<file path="src/design/lcf_consts.svh">
// constants for the logic cluster fabric: offsets, field positions, reset values
`ifndef LCF_CONSTS_SVH
`define LCF_CONSTS_SVH

// ----------------------------------------------------------------------------
// sizes
// ----------------------------------------------------------------------------
`define LCF_CELLS 8
`define LCF_ADDR_W 8
`define LCF_CTLS 4

// ----------------------------------------------------------------------------
// register byte offsets
// ----------------------------------------------------------------------------
`define LCF_OFF_CELL0 8'h00
`define LCF_OFF_CELL_LAST 8'h1c
`define LCF_OFF_CTRL 8'h20
`define LCF_OFF_STAT 8'h24

// ----------------------------------------------------------------------------
// cell configuration word
// ----------------------------------------------------------------------------
`define LCF_F_LUT 15:0
`define LCF_F_LUT_LO 7:0
`define LCF_F_LUT_HI 15:8
`define LCF_F_MODE 17:16
`define LCF_F_FFT 19:18
`define LCF_B_LSEL 20
`define LCF_B_RSEL 21
`define LCF_B_CKSEL 22
`define LCF_B_CEEN 23
`define LCF_F_CPM 26:24
`define LCF_B_CASOR 27
`define LCF_B_CASUSE 28
`define LCF_B_CARUSE 29
`define LCF_B_PACK 30

// ----------------------------------------------------------------------------
// cluster control word: four 5-bit source selects, then flags
// ----------------------------------------------------------------------------
`define LCF_SRC_W 5
`define LCF_F_SRC_SEL 4:3
`define LCF_F_SRC_IDX 2:0
`define LCF_F_INV 23:20
`define LCF_B_START 24
`define LCF_B_END 25
`define LCF_B_GRST 26
`define LCF_B_RUN 27

// ----------------------------------------------------------------------------
// status word
// ----------------------------------------------------------------------------
`define LCF_F_ST_Q 7:0
`define LCF_F_ST_LOC 15:8
`define LCF_F_ST_ROW 23:16
`define LCF_B_ST_COUT 24
`define LCF_B_ST_CASO 25
`define LCF_B_ST_FINAL 26

// ----------------------------------------------------------------------------
// reset values and bus answers
// ----------------------------------------------------------------------------
`define LCF_CELL_RST 32'h0000_0000
`define LCF_CTRL_RST 32'h0000_0000
`define LCF_RESP_OKAY 2'h0
`define LCF_RESP_SLVERR 2'h2
`define LCF_DEC_CTRL 4'h8
`define LCF_DEC_STAT 4'h9
`define LCF_DEC_BAD 4'hf

`endif

</file>
<file path="src/design/lcf_pkg.sv">
// types shared by the logic cluster fabric modules
package lcf_pkg;

  typedef enum logic [1:0] {
    LCF_MODE_NORMAL = 2'h0,
    LCF_MODE_ARITH = 2'h1,
    LCF_MODE_UPDN = 2'h2,
    LCF_MODE_CLRCNT = 2'h3
  } lcf_mode_t;

  typedef enum logic [1:0] {
    LCF_FF_D = 2'h0,
    LCF_FF_T = 2'h1,
    LCF_FF_JK = 2'h2,
    LCF_FF_SR = 2'h3
  } lcf_fft_t;

  typedef enum logic [2:0] {
    LCF_CP_CLR = 3'h0,
    LCF_CP_PRE = 3'h1,
    LCF_CP_CLR_PRE = 3'h2,
    LCF_CP_LD_CLR = 3'h3,
    LCF_CP_LD_PRE = 3'h4,
    LCF_CP_LD = 3'h5
  } lcf_cpm_t;

  typedef enum logic [1:0] {
    LCF_SRC_DED = 2'h0,
    LCF_SRC_GLB = 2'h1,
    LCF_SRC_IO = 2'h2,
    LCF_SRC_INT = 2'h3
  } lcf_src_t;

  typedef struct packed {
    logic [1:0] clk_lvl;
  } lcf_ctrl_st_t;

  typedef struct packed {
    logic [7:0][31:0] cell_cfg;
    logic [31:0] ctrl;
    logic [7:0] q;
    logic [7:0] loc;
    logic [7:0] row;
    logic cout;
    logic caso;
    logic final_c;
    logic [7:0] aw_addr;
    logic aw_got;
    logic [31:0] w_data;
    logic [3:0] w_strb;
    logic w_got;
    logic awready;
    logic wready;
    logic bvalid;
    logic [1:0] bresp;
    logic arready;
    logic rvalid;
    logic [31:0] rdata;
    logic [1:0] rresp;
  } lcf_top_st_t;

endpackage

</file>
<file path="src/design/lcf_ctl_if.sv">
// shared cluster control lines passed from the selector to the cells
`timescale 1ns/1ps
interface lcf_ctl_if;
  logic [1:0] clk_tick;
  logic [1:0] ctl_n;
  modport src (output clk_tick, output ctl_n);
  modport snk (input clk_tick, input ctl_n);
endinterface

</file>
<file path="src/design/lcf_ctrl.sv">
// cluster control line selection, inversion and clock edge detection
`timescale 1ns/1ps
`include "lcf_consts.svh"
module lcf_ctrl (
  input wire logic core_clk,
  input wire logic nrst,
  input wire logic ce,
  input wire logic [31:0] ctrl_cfg,
  input wire logic [1:0] ded_clk,
  input wire logic [3:0] glb_sig,
  input wire logic [3:0] io_sig,
  input wire logic [7:0] fab_sig,
  lcf_ctl_if.src ctl
);
  lcf_pkg::lcf_ctrl_st_t s_r;
  lcf_pkg::lcf_ctrl_st_t s_nxt;
  logic [3:0] lvl;
  logic [3:0] inv;

  // one selected control line; the caller applies the inversion
  function automatic logic pick(input logic [4:0] sel, input logic [1:0] dd,
                                input logic [3:0] g, input logic [3:0] io,
                                input logic [7:0] f, input logic is_clk);
    logic r;
    r = 1'b1;
    case (lcf_pkg::lcf_src_t'(sel[`LCF_F_SRC_SEL]))
      lcf_pkg::LCF_SRC_DED: r = is_clk ? dd[sel[0]] : f[sel[`LCF_F_SRC_IDX]];
      lcf_pkg::LCF_SRC_GLB: r = g[sel[1:0]];
      lcf_pkg::LCF_SRC_IO: r = io[sel[1:0]];
      lcf_pkg::LCF_SRC_INT: r = f[sel[`LCF_F_SRC_IDX]];
      default: r = 1'b1;
    endcase
    return r;
  endfunction

  always_comb begin
    inv = ctrl_cfg[`LCF_F_INV];
    for (int i = 0; i < `LCF_CTLS; i++) begin
      // clear/preset lines have no dedicated clock pin source; that code falls to fabric
      lvl[i] = pick(ctrl_cfg[i*`LCF_SRC_W +: `LCF_SRC_W], ded_clk, glb_sig, io_sig,
                    fab_sig, (i < 2)) ^ inv[i];
    end
    s_nxt = s_r;
    s_nxt.clk_lvl = lvl[1:0];
    // cluster clocks act as rising-edge ticks in the core clock domain
    ctl.clk_tick = lvl[1:0] & ~s_r.clk_lvl;
    ctl.ctl_n = lvl[3:2];
  end

  always_ff @(posedge core_clk or negedge nrst) begin
    if (!nrst) begin
      s_r <= '0;
    end else if (ce) begin
      s_r <= s_nxt;
    end
  end
endmodule

</file>
<file path="src/design/lcf_cell.sv">
// one logic cell: lookup table, carry and cascade stage, register next state
`timescale 1ns/1ps
`include "lcf_consts.svh"
module lcf_cell (
  input wire logic [31:0] cfg,
  input wire logic [3:0] din,
  input wire logic q,
  input wire logic cin,
  input wire logic casin,
  input wire logic run,
  input wire logic grst_n,
  lcf_ctl_if.snk ctl,
  output logic lut_o,
  output logic cout,
  output logic casout,
  output logic q_nxt
);
  lcf_pkg::lcf_mode_t mode;
  logic [2:0] i3;
  logic f, cas_eff, comb, dd, fn, en, qs, c1, c2, clr, pre, ld;

  always_comb begin
    mode = lcf_pkg::lcf_mode_t'(cfg[`LCF_F_MODE]);
    i3 = (mode == lcf_pkg::LCF_MODE_ARITH) ? {cin, din[1], din[0]} : {cin, q, din[1]};
    cout = 1'(cfg[`LCF_F_LUT_HI] >> i3);
    case (mode)
      lcf_pkg::LCF_MODE_NORMAL: begin
        f = cfg[{din[3], cfg[`LCF_B_CARUSE] ? cin : din[2], din[1], din[0]}];
        cout = cin;
      end
      lcf_pkg::LCF_MODE_ARITH: f = cfg[i3];
      lcf_pkg::LCF_MODE_UPDN: f = din[2] ? din[3] : cfg[i3];
      lcf_pkg::LCF_MODE_CLRCNT: f = (din[2] ? din[3] : cfg[i3]) & casin;
      default: f = 1'b0;
    endcase
    // unused cascade input is forced to the neutral value of the chosen gate
    cas_eff = cfg[`LCF_B_CASUSE] ? casin : ~cfg[`LCF_B_CASOR];
    comb = cfg[`LCF_B_CASOR] ? ~(~f & ~cas_eff) : (f & cas_eff);
    if (mode == lcf_pkg::LCF_MODE_CLRCNT) begin
      comb = f;
    end
    lut_o = comb;
    casout = comb;
    dd = cfg[`LCF_B_PACK] ? din[3] : comb;
    case (lcf_pkg::lcf_fft_t'(cfg[`LCF_F_FFT]))
      lcf_pkg::LCF_FF_D: fn = dd;
      lcf_pkg::LCF_FF_T: fn = q ^ dd;
      lcf_pkg::LCF_FF_JK: fn = q ? ~din[3] : dd;
      lcf_pkg::LCF_FF_SR: fn = dd ? 1'b1 : (din[3] ? 1'b0 : q);
      default: fn = dd;
    endcase
    en = ctl.clk_tick[cfg[`LCF_B_CKSEL]] & (~cfg[`LCF_B_CEEN] | din[0]);
    qs = en ? fn : q;
    c1 = ~ctl.ctl_n[0];
    c2 = ~ctl.ctl_n[1];
    clr = 1'b0;
    pre = 1'b0;
    ld = 1'b0;
    case (lcf_pkg::lcf_cpm_t'(cfg[`LCF_F_CPM]))
      lcf_pkg::LCF_CP_CLR: clr = c1 | c2;
      lcf_pkg::LCF_CP_PRE: pre = c1;
      lcf_pkg::LCF_CP_CLR_PRE: begin
        pre = c1;
        clr = c2;
      end
      lcf_pkg::LCF_CP_LD_CLR: begin
        ld = c1;
        clr = c2;
      end
      lcf_pkg::LCF_CP_LD_PRE: begin
        ld = c1;
        pre = c2;
      end
      lcf_pkg::LCF_CP_LD: ld = c1;
      default: clr = 1'b0;
    endcase
    if (!run) begin
      q_nxt = q;
    end else if (!grst_n) begin
      q_nxt = 1'b0;
    end else if (clr) begin
      q_nxt = 1'b0;
    end else if (pre) begin
      q_nxt = 1'b1;
    end else if (ld) begin
      q_nxt = din[2];
    end else begin
      q_nxt = qs;
    end
  end
endmodule

</file>
<file path="src/design/lcf_cluster.sv">
// logic cluster of eight cells with chains, shared controls and an AXI4-Lite config port
//
// Functional notes
// - a cluster holds eight cells, their chains, shared controls and local routing
// - four shared control lines, each invertible, usable by all eight cells
// - two control lines act as clocks, two as clear or preset
// - clocks from dedicated, global, I/O or internal; clears from global, I/O, internal
// - every cell has a four-input lookup table for any function
// - each cell register has a synchronous clock enable honoured on clock edges
// - the cell register behaves as D, T, JK or SR type
// - combinational use bypasses the register; table result drives the output
// - two independently selected outputs, local and row, table or register
// - carry in feeds the table and continues to the next higher cell
// - carry beyond eight cells continues to a same-parity cluster two along
// - carry stops at the row's memory block; a new chain starts past it
// - the final carry out reaches a cell as a general-purpose signal
// - cascade combines adjacent table outputs by AND, or OR through inversion
// - each added cascade cell widens the function by four inputs
// - cascade beyond eight cells continues to a same-parity cluster two along
// - cascade stops at the row centre memory block; a new one starts beyond
// - each cell offers normal, arithmetic, up/down and clearable counter modes
// - seven inputs routed by mode: four data, feedback, carry in, cascade in
// - three cell inputs supply register clock, clear and preset
// - clock enable in every mode; first data input can serve as enable
// - clear and preset are active low; unused ones sit high
// - enabled device-wide reset clears all registers over every other control; here registers hold while the run bit is 0
//
// The implementer's own choices: the register offsets and register access over AXI4-Lite.
`timescale 1ns/1ps
`include "lcf_consts.svh"
module lcf_cluster (
  input wire logic core_clk,
  input wire logic nrst,
  input wire logic ce,
  // ---------------------------------------------------------------------------
  // axi4-lite slave
  // ---------------------------------------------------------------------------
  input wire logic [`LCF_ADDR_W-1:0] awaddr,
  input wire logic awvalid,
  output logic awready,
  input wire logic [31:0] wdata,
  input wire logic [3:0] wstrb,
  input wire logic wvalid,
  output logic wready,
  output logic [1:0] bresp,
  output logic bvalid,
  input wire logic bready,
  input wire logic [`LCF_ADDR_W-1:0] araddr,
  input wire logic arvalid,
  output logic arready,
  output logic [31:0] rdata,
  output logic [1:0] rresp,
  output logic rvalid,
  input wire logic rready,
  // ---------------------------------------------------------------------------
  // fabric side
  // ---------------------------------------------------------------------------
  input wire logic [31:0] cell_data_in,
  input wire logic [1:0] ded_clk,
  input wire logic [3:0] glb_sig,
  input wire logic [3:0] io_sig,
  input wire logic chip_rst_n,
  input wire logic carry_in,
  input wire logic cascade_in,
  output logic carry_out,
  output logic cascade_out,
  output logic carry_final,
  output logic [7:0] local_out,
  output logic [7:0] row_out
);

  // ---------------------------------------------------------------------------
  // state
  // ---------------------------------------------------------------------------
  lcf_pkg::lcf_top_st_t s_r;
  lcf_pkg::lcf_top_st_t s_nxt;

  logic [`LCF_CELLS:0] carry_c;
  logic [`LCF_CELLS:0] cas_c;
  logic [7:0] lut_v;
  logic [7:0] q_v;
  logic [3:0] wsel;
  logic [3:0] rsel;
  logic [31:0] stat_w;
  logic grst_n;
  logic run;

  lcf_ctl_if ctl_bus ();

  // ---------------------------------------------------------------------------
  // helpers
  // ---------------------------------------------------------------------------
  // map a byte address to a cell index, the control word, status or a miss
  function automatic logic [3:0] dec(input logic [`LCF_ADDR_W-1:0] a);
    logic [3:0] r;
    r = `LCF_DEC_BAD;
    if (a[1:0] != 2'h0) begin
      r = `LCF_DEC_BAD;
    end else if (a <= `LCF_OFF_CELL_LAST) begin
      r = {1'b0, a[4:2]};
    end else if (a == `LCF_OFF_CTRL) begin
      r = `LCF_DEC_CTRL;
    end else if (a == `LCF_OFF_STAT) begin
      r = `LCF_DEC_STAT;
    end
    return r;
  endfunction

  // byte-lane merge under write strobes
  function automatic logic [31:0] merge(input logic [31:0] old, input logic [31:0] d,
                                        input logic [3:0] strb);
    logic [31:0] r;
    r = old;
    for (int b = 0; b < 4; b++) begin
      if (strb[b]) begin
        r[b*8 +: 8] = d[b*8 +: 8];
      end
    end
    return r;
  endfunction

  // ---------------------------------------------------------------------------
  // control line selection
  // ---------------------------------------------------------------------------
  // register-sourced fabric feedback avoids a combinational loop through the cells
  lcf_ctrl u_ctrl (
    .core_clk(core_clk),
    .nrst(nrst),
    .ce(ce),
    .ctrl_cfg(s_r.ctrl),
    .ded_clk(ded_clk),
    .glb_sig(glb_sig),
    .io_sig(io_sig),
    .fab_sig(s_r.loc),
    .ctl(ctl_bus.src)
  );

  // ---------------------------------------------------------------------------
  // cells and chains
  // ---------------------------------------------------------------------------
  assign run = s_r.ctrl[`LCF_B_RUN];
  assign grst_n = chip_rst_n | ~s_r.ctrl[`LCF_B_GRST];
  assign q_v = s_r.q;

  // a chain start isolates this cluster from the far side of the memory block
  assign carry_c[0] = s_r.ctrl[`LCF_B_START] ? 1'b0 : carry_in;
  assign cas_c[0] = s_r.ctrl[`LCF_B_START] ?
                    ~s_r.cell_cfg[0][`LCF_B_CASOR] : cascade_in;

  for (genvar i = 0; i < `LCF_CELLS; i++) begin : g_cell
    logic qn;
    lcf_cell u_cell (
      .cfg(s_r.cell_cfg[i]),
      .din(cell_data_in[i*4 +: 4]),
      .q(q_v[i]),
      .cin(carry_c[i]),
      .casin(cas_c[i]),
      .run(run),
      .grst_n(grst_n),
      .ctl(ctl_bus.snk),
      .lut_o(lut_v[i]),
      .cout(carry_c[i+1]),
      .casout(cas_c[i+1]),
      .q_nxt(qn)
    );
  end

  // ---------------------------------------------------------------------------
  // status word
  // ---------------------------------------------------------------------------
  always_comb begin
    stat_w = '0;
    stat_w[`LCF_F_ST_Q] = s_r.q;
    stat_w[`LCF_F_ST_LOC] = s_r.loc;
    stat_w[`LCF_F_ST_ROW] = s_r.row;
    stat_w[`LCF_B_ST_COUT] = s_r.cout;
    stat_w[`LCF_B_ST_CASO] = s_r.caso;
    stat_w[`LCF_B_ST_FINAL] = s_r.final_c;
  end

  // ---------------------------------------------------------------------------
  // next state
  // ---------------------------------------------------------------------------
  always_comb begin
    s_nxt = s_r;

    // cell registers
    for (int i = 0; i < `LCF_CELLS; i++) begin
      s_nxt.q[i] = 1'b0;
    end
    s_nxt.q = {g_cell[7].qn, g_cell[6].qn, g_cell[5].qn, g_cell[4].qn,
               g_cell[3].qn, g_cell[2].qn, g_cell[1].qn, g_cell[0].qn};

    // cell outputs, each picking table or register on its own
    for (int i = 0; i < `LCF_CELLS; i++) begin
      s_nxt.loc[i] = s_r.cell_cfg[i][`LCF_B_LSEL] ? s_r.q[i] : lut_v[i];
      s_nxt.row[i] = s_r.cell_cfg[i][`LCF_B_RSEL] ? s_r.q[i] : lut_v[i];
    end

    // chain ends: the last cell before the memory block keeps its carry local
    if (s_r.ctrl[`LCF_B_END]) begin
      s_nxt.cout = 1'b0;
      s_nxt.caso = 1'b0;
      s_nxt.final_c = carry_c[`LCF_CELLS];
    end else begin
      s_nxt.cout = carry_c[`LCF_CELLS];
      s_nxt.caso = cas_c[`LCF_CELLS];
      s_nxt.final_c = 1'b0;
    end

    // write address and data are taken independently, in either order
    if (awvalid && s_r.awready) begin
      s_nxt.aw_addr = awaddr;
      s_nxt.aw_got = 1'b1;
    end
    if (wvalid && s_r.wready) begin
      s_nxt.w_data = wdata;
      s_nxt.w_strb = wstrb;
      s_nxt.w_got = 1'b1;
    end
    if (s_r.bvalid && bready) begin
      s_nxt.bvalid = 1'b0;
    end

    wsel = dec(s_nxt.aw_addr);
    if (s_nxt.aw_got && s_nxt.w_got && !s_nxt.bvalid) begin
      s_nxt.bresp = `LCF_RESP_OKAY;
      if (wsel == `LCF_DEC_CTRL) begin
        s_nxt.ctrl = merge(s_r.ctrl, s_nxt.w_data, s_nxt.w_strb);
      end else if (wsel == `LCF_DEC_STAT) begin
        // status is read only; the write is accepted and dropped
        s_nxt.bresp = `LCF_RESP_OKAY;
      end else if (wsel == `LCF_DEC_BAD) begin
        s_nxt.bresp = `LCF_RESP_SLVERR;
      end else begin
        s_nxt.cell_cfg[wsel[2:0]] = merge(s_r.cell_cfg[wsel[2:0]], s_nxt.w_data,
                                          s_nxt.w_strb);
      end
      s_nxt.bvalid = 1'b1;
      s_nxt.aw_got = 1'b0;
      s_nxt.w_got = 1'b0;
    end
    s_nxt.awready = ~s_nxt.aw_got & ~s_nxt.bvalid;
    s_nxt.wready = ~s_nxt.w_got & ~s_nxt.bvalid;

    // read channel: one outstanding read, answered one cycle after acceptance
    if (s_r.rvalid && rready) begin
      s_nxt.rvalid = 1'b0;
    end
    rsel = dec(araddr);
    if (arvalid && s_r.arready) begin
      s_nxt.rvalid = 1'b1;
      s_nxt.rresp = `LCF_RESP_OKAY;
      if (rsel == `LCF_DEC_CTRL) begin
        s_nxt.rdata = s_r.ctrl;
      end else if (rsel == `LCF_DEC_STAT) begin
        s_nxt.rdata = stat_w;
      end else if (rsel == `LCF_DEC_BAD) begin
        s_nxt.rdata = '0;
        s_nxt.rresp = `LCF_RESP_SLVERR;
      end else begin
        s_nxt.rdata = s_r.cell_cfg[rsel[2:0]];
      end
    end
    s_nxt.arready = ~s_nxt.rvalid;
  end

  // ---------------------------------------------------------------------------
  // registers
  // ---------------------------------------------------------------------------
  always_ff @(posedge core_clk or negedge nrst) begin
    if (!nrst) begin
      s_r <= '0;
      s_r.cell_cfg <= {`LCF_CELLS{`LCF_CELL_RST}};
      s_r.ctrl <= `LCF_CTRL_RST;
    end else if (ce) begin
      s_r <= s_nxt;
    end
  end

  // ---------------------------------------------------------------------------
  // outputs, all straight from flip-flops
  // ---------------------------------------------------------------------------
  // trade-off: the table result reaches the pins one core cycle late
  assign awready = s_r.awready;
  assign wready = s_r.wready;
  assign bvalid = s_r.bvalid;
  assign bresp = s_r.bresp;
  assign arready = s_r.arready;
  assign rvalid = s_r.rvalid;
  assign rdata = s_r.rdata;
  assign rresp = s_r.rresp;
  assign local_out = s_r.loc;
  assign row_out = s_r.row;
  assign carry_out = s_r.cout;
  assign cascade_out = s_r.caso;
  assign carry_final = s_r.final_c;

endmodule

</file>
<file path="config.mk">
export PLATFORM = sky130hd
export DESIGN_NAME = lcf_cluster
export DESIGN_NICKNAME = d
export VERILOG_FILES = /design/src/design/lcf_pkg.sv /design/src/design/lcf_ctl_if.sv /design/src/design/lcf_ctrl.sv /design/src/design/lcf_cell.sv /design/src/design/lcf_cluster.sv
export VERILOG_INCLUDE_DIRS = /design/src /design/src/design
export SDC_FILE = /design/constraint.sdc
export NUM_CORES = 1
export LEC_CHECK = 0
export BUFFER_PORTS_ARGS = -buffer_cell sky130_fd_sc_hd__buf_2
export CORE_ASPECT_RATIO = 0.7
export CORE_MARGIN = 1.5
export CORE_UTILIZATION = 35
export DETAILED_ROUTE_END_ITERATION = 7
export GPL_ROUTABILITY_DRIVEN = 0
export MAX_ROUTING_LAYER = met4
export PLACE_DENSITY = 0.49
export SLEW_MARGIN = 10
export SYNTH_ARGS = -nofsm -noshare
export SYNTH_HDL_FRONTEND = slang
export SYNTH_SLANG_ARGS = --single-unit
</file>
<file path="constraint.sdc">
create_clock -name core_clk -period 13.5 [get_ports core_clk]
set_input_delay 1.35 -clock core_clk [delete_from_list [all_inputs] [get_ports core_clk]]
set_output_delay 1.35 -clock core_clk [all_outputs]
set_load 0.02 [all_outputs]
</file>
Yosys cells after proc, flatten, opt, wreduce, memory -nomap -nowiden
Cells that the tools add are included.
{"block": "word_totals", "ff_bits": 404, "out_inout_bits": 60, "word_cells": 727}
{"block": "op_classes", "n_lt_le_gt_ge": 39, "n_eq_ne": 126, "shifts": 8, "n_mux": 319, "n_bitwise": 116, "reduce_logical": 80}
{"operator": "bitwise mux 256 bit", "count": 1}
{"operator": "2-to-1 mux 1 bit", "count": 198}
{"operator": "binary-select mux 32 bit (select 3 bit)", "count": 2}
{"operator": "2-to-1 mux 32 bit", "count": 6}
{"operator": "2-to-1 mux 8 bit", "count": 20}
{"operator": "demux 32 bit (select 3 bit)", "count": 1}
{"operator": "== test 2 bit, second input constant", "count": 40}
{"operator": "one-hot mux 1 bit (4 select lines)", "count": 18}
{"operator": ">> shifter 8 x 3 -> 1 bit", "count": 8}
{"operator": "inverter 1 bit", "count": 58}
{"operator": "inequality test 7 x 3 -> 1 bit, second input constant", "count": 7}
{"operator": "== test 3 x 2 -> 1 bit, second input constant", "count": 16}
{"operator": "== test 3 bit, second input constant", "count": 16}
{"operator": "< comparator 3 x 6 -> 1 bit, second input constant", "count": 8}
{"operator": "< comparator 4 x 6 -> 1 bit, second input constant", "count": 8}
{"operator": "AND reduction 4 bit", "count": 12}
{"operator": "== test 2 x 1 -> 1 bit, second input constant", "count": 20}
{"operator": "zero test 2 bit", "count": 20}
{"operator": "2-to-1 mux 37 bit", "count": 1}
{"operator": "binary-select mux 1 bit (select 3 bit)", "count": 12}
{"operator": "OR reduction 2 bit", "count": 18}
{"operator": "2-to-1 mux 35 bit", "count": 1}
{"operator": "inequality test 5 x 1 -> 1 bit, second input constant", "count": 7}
{"operator": "bitwise AND 1 bit", "count": 34}
{"operator": "other kinds (29)", "count": 156}

Longest topological paths before layout
{"block": "logic_depth", "depth_word": 69, "ltp_mapped": 20, "ltp_nobuf": 16}

Hierarchy
Synthesis repeated with hierarchy kept, for this count alone.
{"block": "hier_totals", "hier_cells": 3072, "hier_area_um2": 28672.5}
{"module": "lcf_cluster", "n_inst": 1, "cells_each": 2242, "area_per_inst_um2": 22071.2, "seq_area_each_um2": 10009.6}
{"module": "lcf_cell", "n_inst": 8, "cells_each": 95, "area_per_inst_um2": 729.4, "seq_area_each_um2": 0.0}
{"module": "lcf_ctrl", "n_inst": 1, "cells_each": 70, "area_per_inst_um2": 765.7, "seq_area_each_um2": 50.0}

Worst setup path before layout
Ideal clock, no wire load.
{"block": "synth_timing", "path_kind": "input port to flip-flop", "startpoint": "in cell_data_in[0]", "endpoint": "reg s_r (netlist bit q_v[7])", "t_arrival_ns": 5.522, "t_required_ns": 13.369, "path_slack_ns": 7.847, "path_stages": 17, "cell_sequence": "and3b_1 > a21o_1 > a221o_1 > a22oi_4 > mux2_4 > mux2_4 > buf_6 > mux2_4 > and3_4 > or3b_1 > a31o_1 > o211a_1 > o32ai_2 > or3b_1 > o311a_1 > a31oi_1 > o2bb2ai_1"}
{"block": "synth_via", "elab_chain_cells": 68, "elab_cells_between_ends": 152, "cone_classes": "eq/ne: 1; shift: 7; mux: 95; bitwise: 48; reduce/logical: 1"}
{"element": "start: declaration", "line_no": "lcf_cluster.sv:58", "source": "input wire logic [31:0] cell_data_in,"}
{"element": "2-to-1 mux 2 bit", "line_no": "lcf_cell.sv:24", "source": "i3 = (mode == lcf_pkg::LCF_MODE_ARITH) ? {cin, din[1], din[0]} : {cin, q, din[1]};"}
{"element": "binary-select mux 1 bit (select 3 bit)", "line_no": "lcf_cell.sv:31, lcf_cell.sv:32, lcf_cell.sv:33"}
{"element": "2-to-1 mux 1 bit (not written as such)", "line_no": "lcf_cell.sv:31, lcf_cell.sv:32, lcf_cell.sv:33"}
{"element": "2-to-1 mux 1 bit", "line_no": "lcf_cell.sv:32, lcf_cell.sv:33"}
{"element": "bitwise AND 1 bit", "line_no": "lcf_cell.sv:33", "source": "lcf_pkg::LCF_MODE_CLRCNT: f = (din[2] ? din[3] : cfg[i3]) & casin;"}
{"element": "one-hot mux 1 bit (4 select lines)", "line_no": "lcf_cell.sv:26", "source": "case (mode)"}
{"element": "inverter 1 bit", "line_no": "lcf_cell.sv:38", "source": "comb = cfg[`LCF_B_CASOR] ? ~(~f & ~cas_eff) : (f & cas_eff);"}
{"element": "bitwise AND 1 bit", "line_no": "lcf_cell.sv:38"}
{"element": "[... 52 more ...]"}
{"element": "2-to-1 mux 1 bit (*)", "line_no": "lcf_cell.sv:44", "source": "dd = cfg[`LCF_B_PACK] ? din[3] : comb;"}
{"element": "2-to-1 mux 1 bit (tied with other cells)", "line_no": "lcf_cell.sv:49", "source": "lcf_pkg::LCF_FF_SR: fn = dd ? 1'b1 : (din[3] ? 1'b0 : q);"}
{"element": "one-hot mux 1 bit (4 select lines)", "line_no": "lcf_cell.sv:45", "source": "case (lcf_pkg::lcf_fft_t'(cfg[`LCF_F_FFT]))"}
{"element": "2-to-1 mux 1 bit", "line_no": "lcf_cell.sv:53", "source": "qs = en ? fn : q;"}
{"element": "2-to-1 mux 1 bit", "line_no": "lcf_cell.sv:85", "source": "end else if (ld) begin"}
{"element": "2-to-1 mux 1 bit", "line_no": "lcf_cell.sv:83", "source": "end else if (pre) begin"}
{"element": "2-to-1 mux 1 bit", "line_no": "lcf_cell.sv:81", "source": "end else if (clr) begin"}
{"element": "2-to-1 mux 1 bit", "line_no": "lcf_cell.sv:79", "source": "end else if (!grst_n) begin"}
{"element": "end signal: assignment", "line_no": "lcf_cluster.sv:277", "source": "s_r <= s_nxt;"}
{"element": "end: declaration", "line_no": "lcf_cluster.sv:75", "source": "lcf_pkg::lcf_top_st_t s_r;"}
Every way passes the cells marked *; elsewhere a longest branch is shown, timed or not. The select of a mux whose other input is x is not followed.
A chain may end at the register's enable or synchronous reset.

Final worst setup path
Ends and elaborated chain as after synthesis.

==> results.yml <==
synth:
  synthesis.area_um2: 26200
  synth_edf_count: 0
  synthCells: 2890
  synth.area.top_cells: "dfrtp_1 38%, mux4_2 12%, nand2_1 8.8%"
  netlist_top_cells_count: "615 x nand2_1, 402 x dfrtp_1, 377 x o21ai_0"
  yosysSeqAreaShare_pct: 38.4
  synth_ff_type: "dfrtp_1"
  synth_seq_cells: 402
  yosysTopAreaCell: "dfrtp_1"
  synth_most_common_cell: "nand2_1"
  yosys_warnings: 0
  async_flop_share_pct: 100
  syn_area_per_cell_um2: 9.05
  netlist-cell-type-count: 87
  synth_top_area_share_pct: 38.4
critical_path:
  critPathKind: "in -> reg"
  critPathLaunchType: "input port"
  critical_path_arrival_ns: 6.51
  cp_max_fo: 12
  worstPathRequired_ns: 13.96
  end_kind: "flop"
placed_design:
  pre_cts_ws_ns: 6.85
  io_buffers: 162
  post-place-cells: 3827
  hpwl_mm: 78.8
  placed_area_um2: 27600
cts:
  cts_tree: "yes"
  cts_buffer_depth: 3
  cts_setup_buffers: 0
  clk_latency_ns: 0.60
  cts_sinks: 402
  root_buffer: "clkbuf_16"
  ctsResizeCount: 0
  h-tree-depth: 2
  cts_buffers: 44
  clkTransAtPathRegs_ns: 0.06
  cts_hold_buf: 0
route:
  via_per_inst: 6.09
  vias: 23825
  drt_wl_total_mm: 107
  dr.pass1.iters: 5
  drc: 0
  antenna_left: 0
  drt-initial-drc-count: 3160
  routedWlPerCell_um: 27.2
die:
  core_area_um2: 73600
  rows: 83
  dieArea_um2: 76400
  start_util_pct: 35.5
  ios: 165
  die_h_um: 232
  die_width_um: 330
sta:
  fmax_ghz: 0.165
  setup_violations: 0
  period_needed_ns: 6.05
  finalHoldViolations: 0
  rsz0062_at_grt: "no"
  finalCritPeriodShare_pct: 44.8
  worstMarginPinSlew_ns: 1.24
  setup_tns_ns: 0
  fin_worst_skew_ns: 0.0232
  slew_viol_final: 0
  slew_headroom_pct: 17.1
  setup_ws_ns: 7.45
global_route:
  grt_max_degree: 152
  track_usage_pct: 28.5
  grt_pass1_wl_mm: 156
  gr-total-overflow: 0
  antenna_found_initial: 6
  grt_pass1_vias: 22856
hold_path:
  hp-class: "reg -> reg"
status:
  outcome: "finished, final reports clean"
final_layout:
  finalInstanceArea_um2: 29100
  nNetsFinal: 3029
  areaGrowthSynthToFinish_pct: 11.1
  fin_cells: 3911
  drive_above_1_share_pct: 19.5
pwr:
  p_total_mw: 4.36
  p_leak_nw: 11.8
  ir_drop_mv: 0.0939
  powerDensity_nw_per_um2: 150
run:
  maxCapViolations: 0
logic make-up (layout without fill, tap and decap cells):
| kind of cell | after synthesis | in the layout | share of synthesized area, % |
|---|---|---|---|
| AO/OA/AOI/OAI | 857 | 857 | 19.2 |
| XOR/XNOR | 7 | 7 | 0.234 |
| AND/OR/NAND/NOR | 917 | 917 | 14.8 |
| other | 1 | 8 | 0.0143 |
| buffers and inverters | 333 | 370 | 5.68 |
| multiplexers | 345 | 345 | 20.3 |
| adder cells (fa/ha/maj) | 28 | 28 | 1.34 |
| flip-flops | 402 | 402 | 38.4 |
layer usage:
layer | vias to the layer above | wire, um | track usage, %
met2 | 1282 | 45800 | 40.7
li1 | 10396 | - | -
met1 | 11922 | 47100 | 40.8
met5 | - | 0 | -
met3 | 225 | 10100 | 4.79
met4 | 0 | 3590 | 9.49
registers in the layout (all words and copies together), names as in the netlist, 2 cells and up:
| signal | cells |
|---|---|
| u_ctrl.s_r | 2 |
| row_out | 8 |
| q_v | 8 |
| s_r | 333 |
| rdata | 32 |
| local_out | 8 |
critical path, cell delays in order:
cell and delay, ns:
buf_2 0.19, and3b_1 0.25, a21o_1 0.19, a221o_1 0.39
a22oi_4 0.26, mux2i_1 0.25, a2bb2oi_1 0.34, a21oi_1 0.14
a21oi_1 0.49, o22ai_1 0.36, a32oi_1 0.56, a311oi_2 0.35
o32ai_2 0.61, or3b_1 0.41, o311a_1 0.13, a31oi_1 0.16
o2bb2ai_1 0.08
power breakdown:
part	internal, mW	total [mW]	switching, mW	leakage [nW]
clock	0.753	1.29	0.537	0.729
sequential	1.37	1.59	0.217	5.45
combinational	0.507	1.48	0.978	5.64
total	2.63	4.36	1.73	11.8
worst paths after layout:
path | start | slack (ns) | end | depth (start not counted)
worst min-delay path | rdata[16] | 0.48 | rdata[16] | 2
min in group asynchronous | nrst | 0.79 | s_r[81] | 1
worst max-delay path | cell_data_in[0] | 7.45 | q_v[7] | 17
worst max register to register | s_r[195] | 7.63 | q_v[7] | 16
max in group asynchronous | nrst | 11.03 | s_r[315] | 2
worst min register to register | rdata[16] | 0.48 | rdata[16] | 2
cells in the final DEF, fill, tap and decap left out, drive strengths merged, types with 67 or more instances in the layout:
cell type / count
dfrtp: 402
inv: 74
mux2: 107
nand2: 615
mux2i: 102
mux4: 136
clkbuf: 67
o21ai: 389
buf: 218
nor2: 138
a21oi: 232
stage by stage:
stage	util [%]	hold WS [ns]
finish	39.5	0.478
global route	39.5	0.506
CTS	39.5	0.480
detailed placement	37.4	0.466
global placement	37.4	0.463
floorplan	-	0.450
final cells by class:
cell class	instances	area, um2
flip-flops and latches	402	10100
clock buffers	67	1330
inverters	74	278
clock inverters	11	160
repair buffers	218	1250
fillers	7309	44600
well taps	977	1220
diodes	6	15.0
multi-input cells	2156	14800
Note: power is estimated with default switching activity, not from simulation.
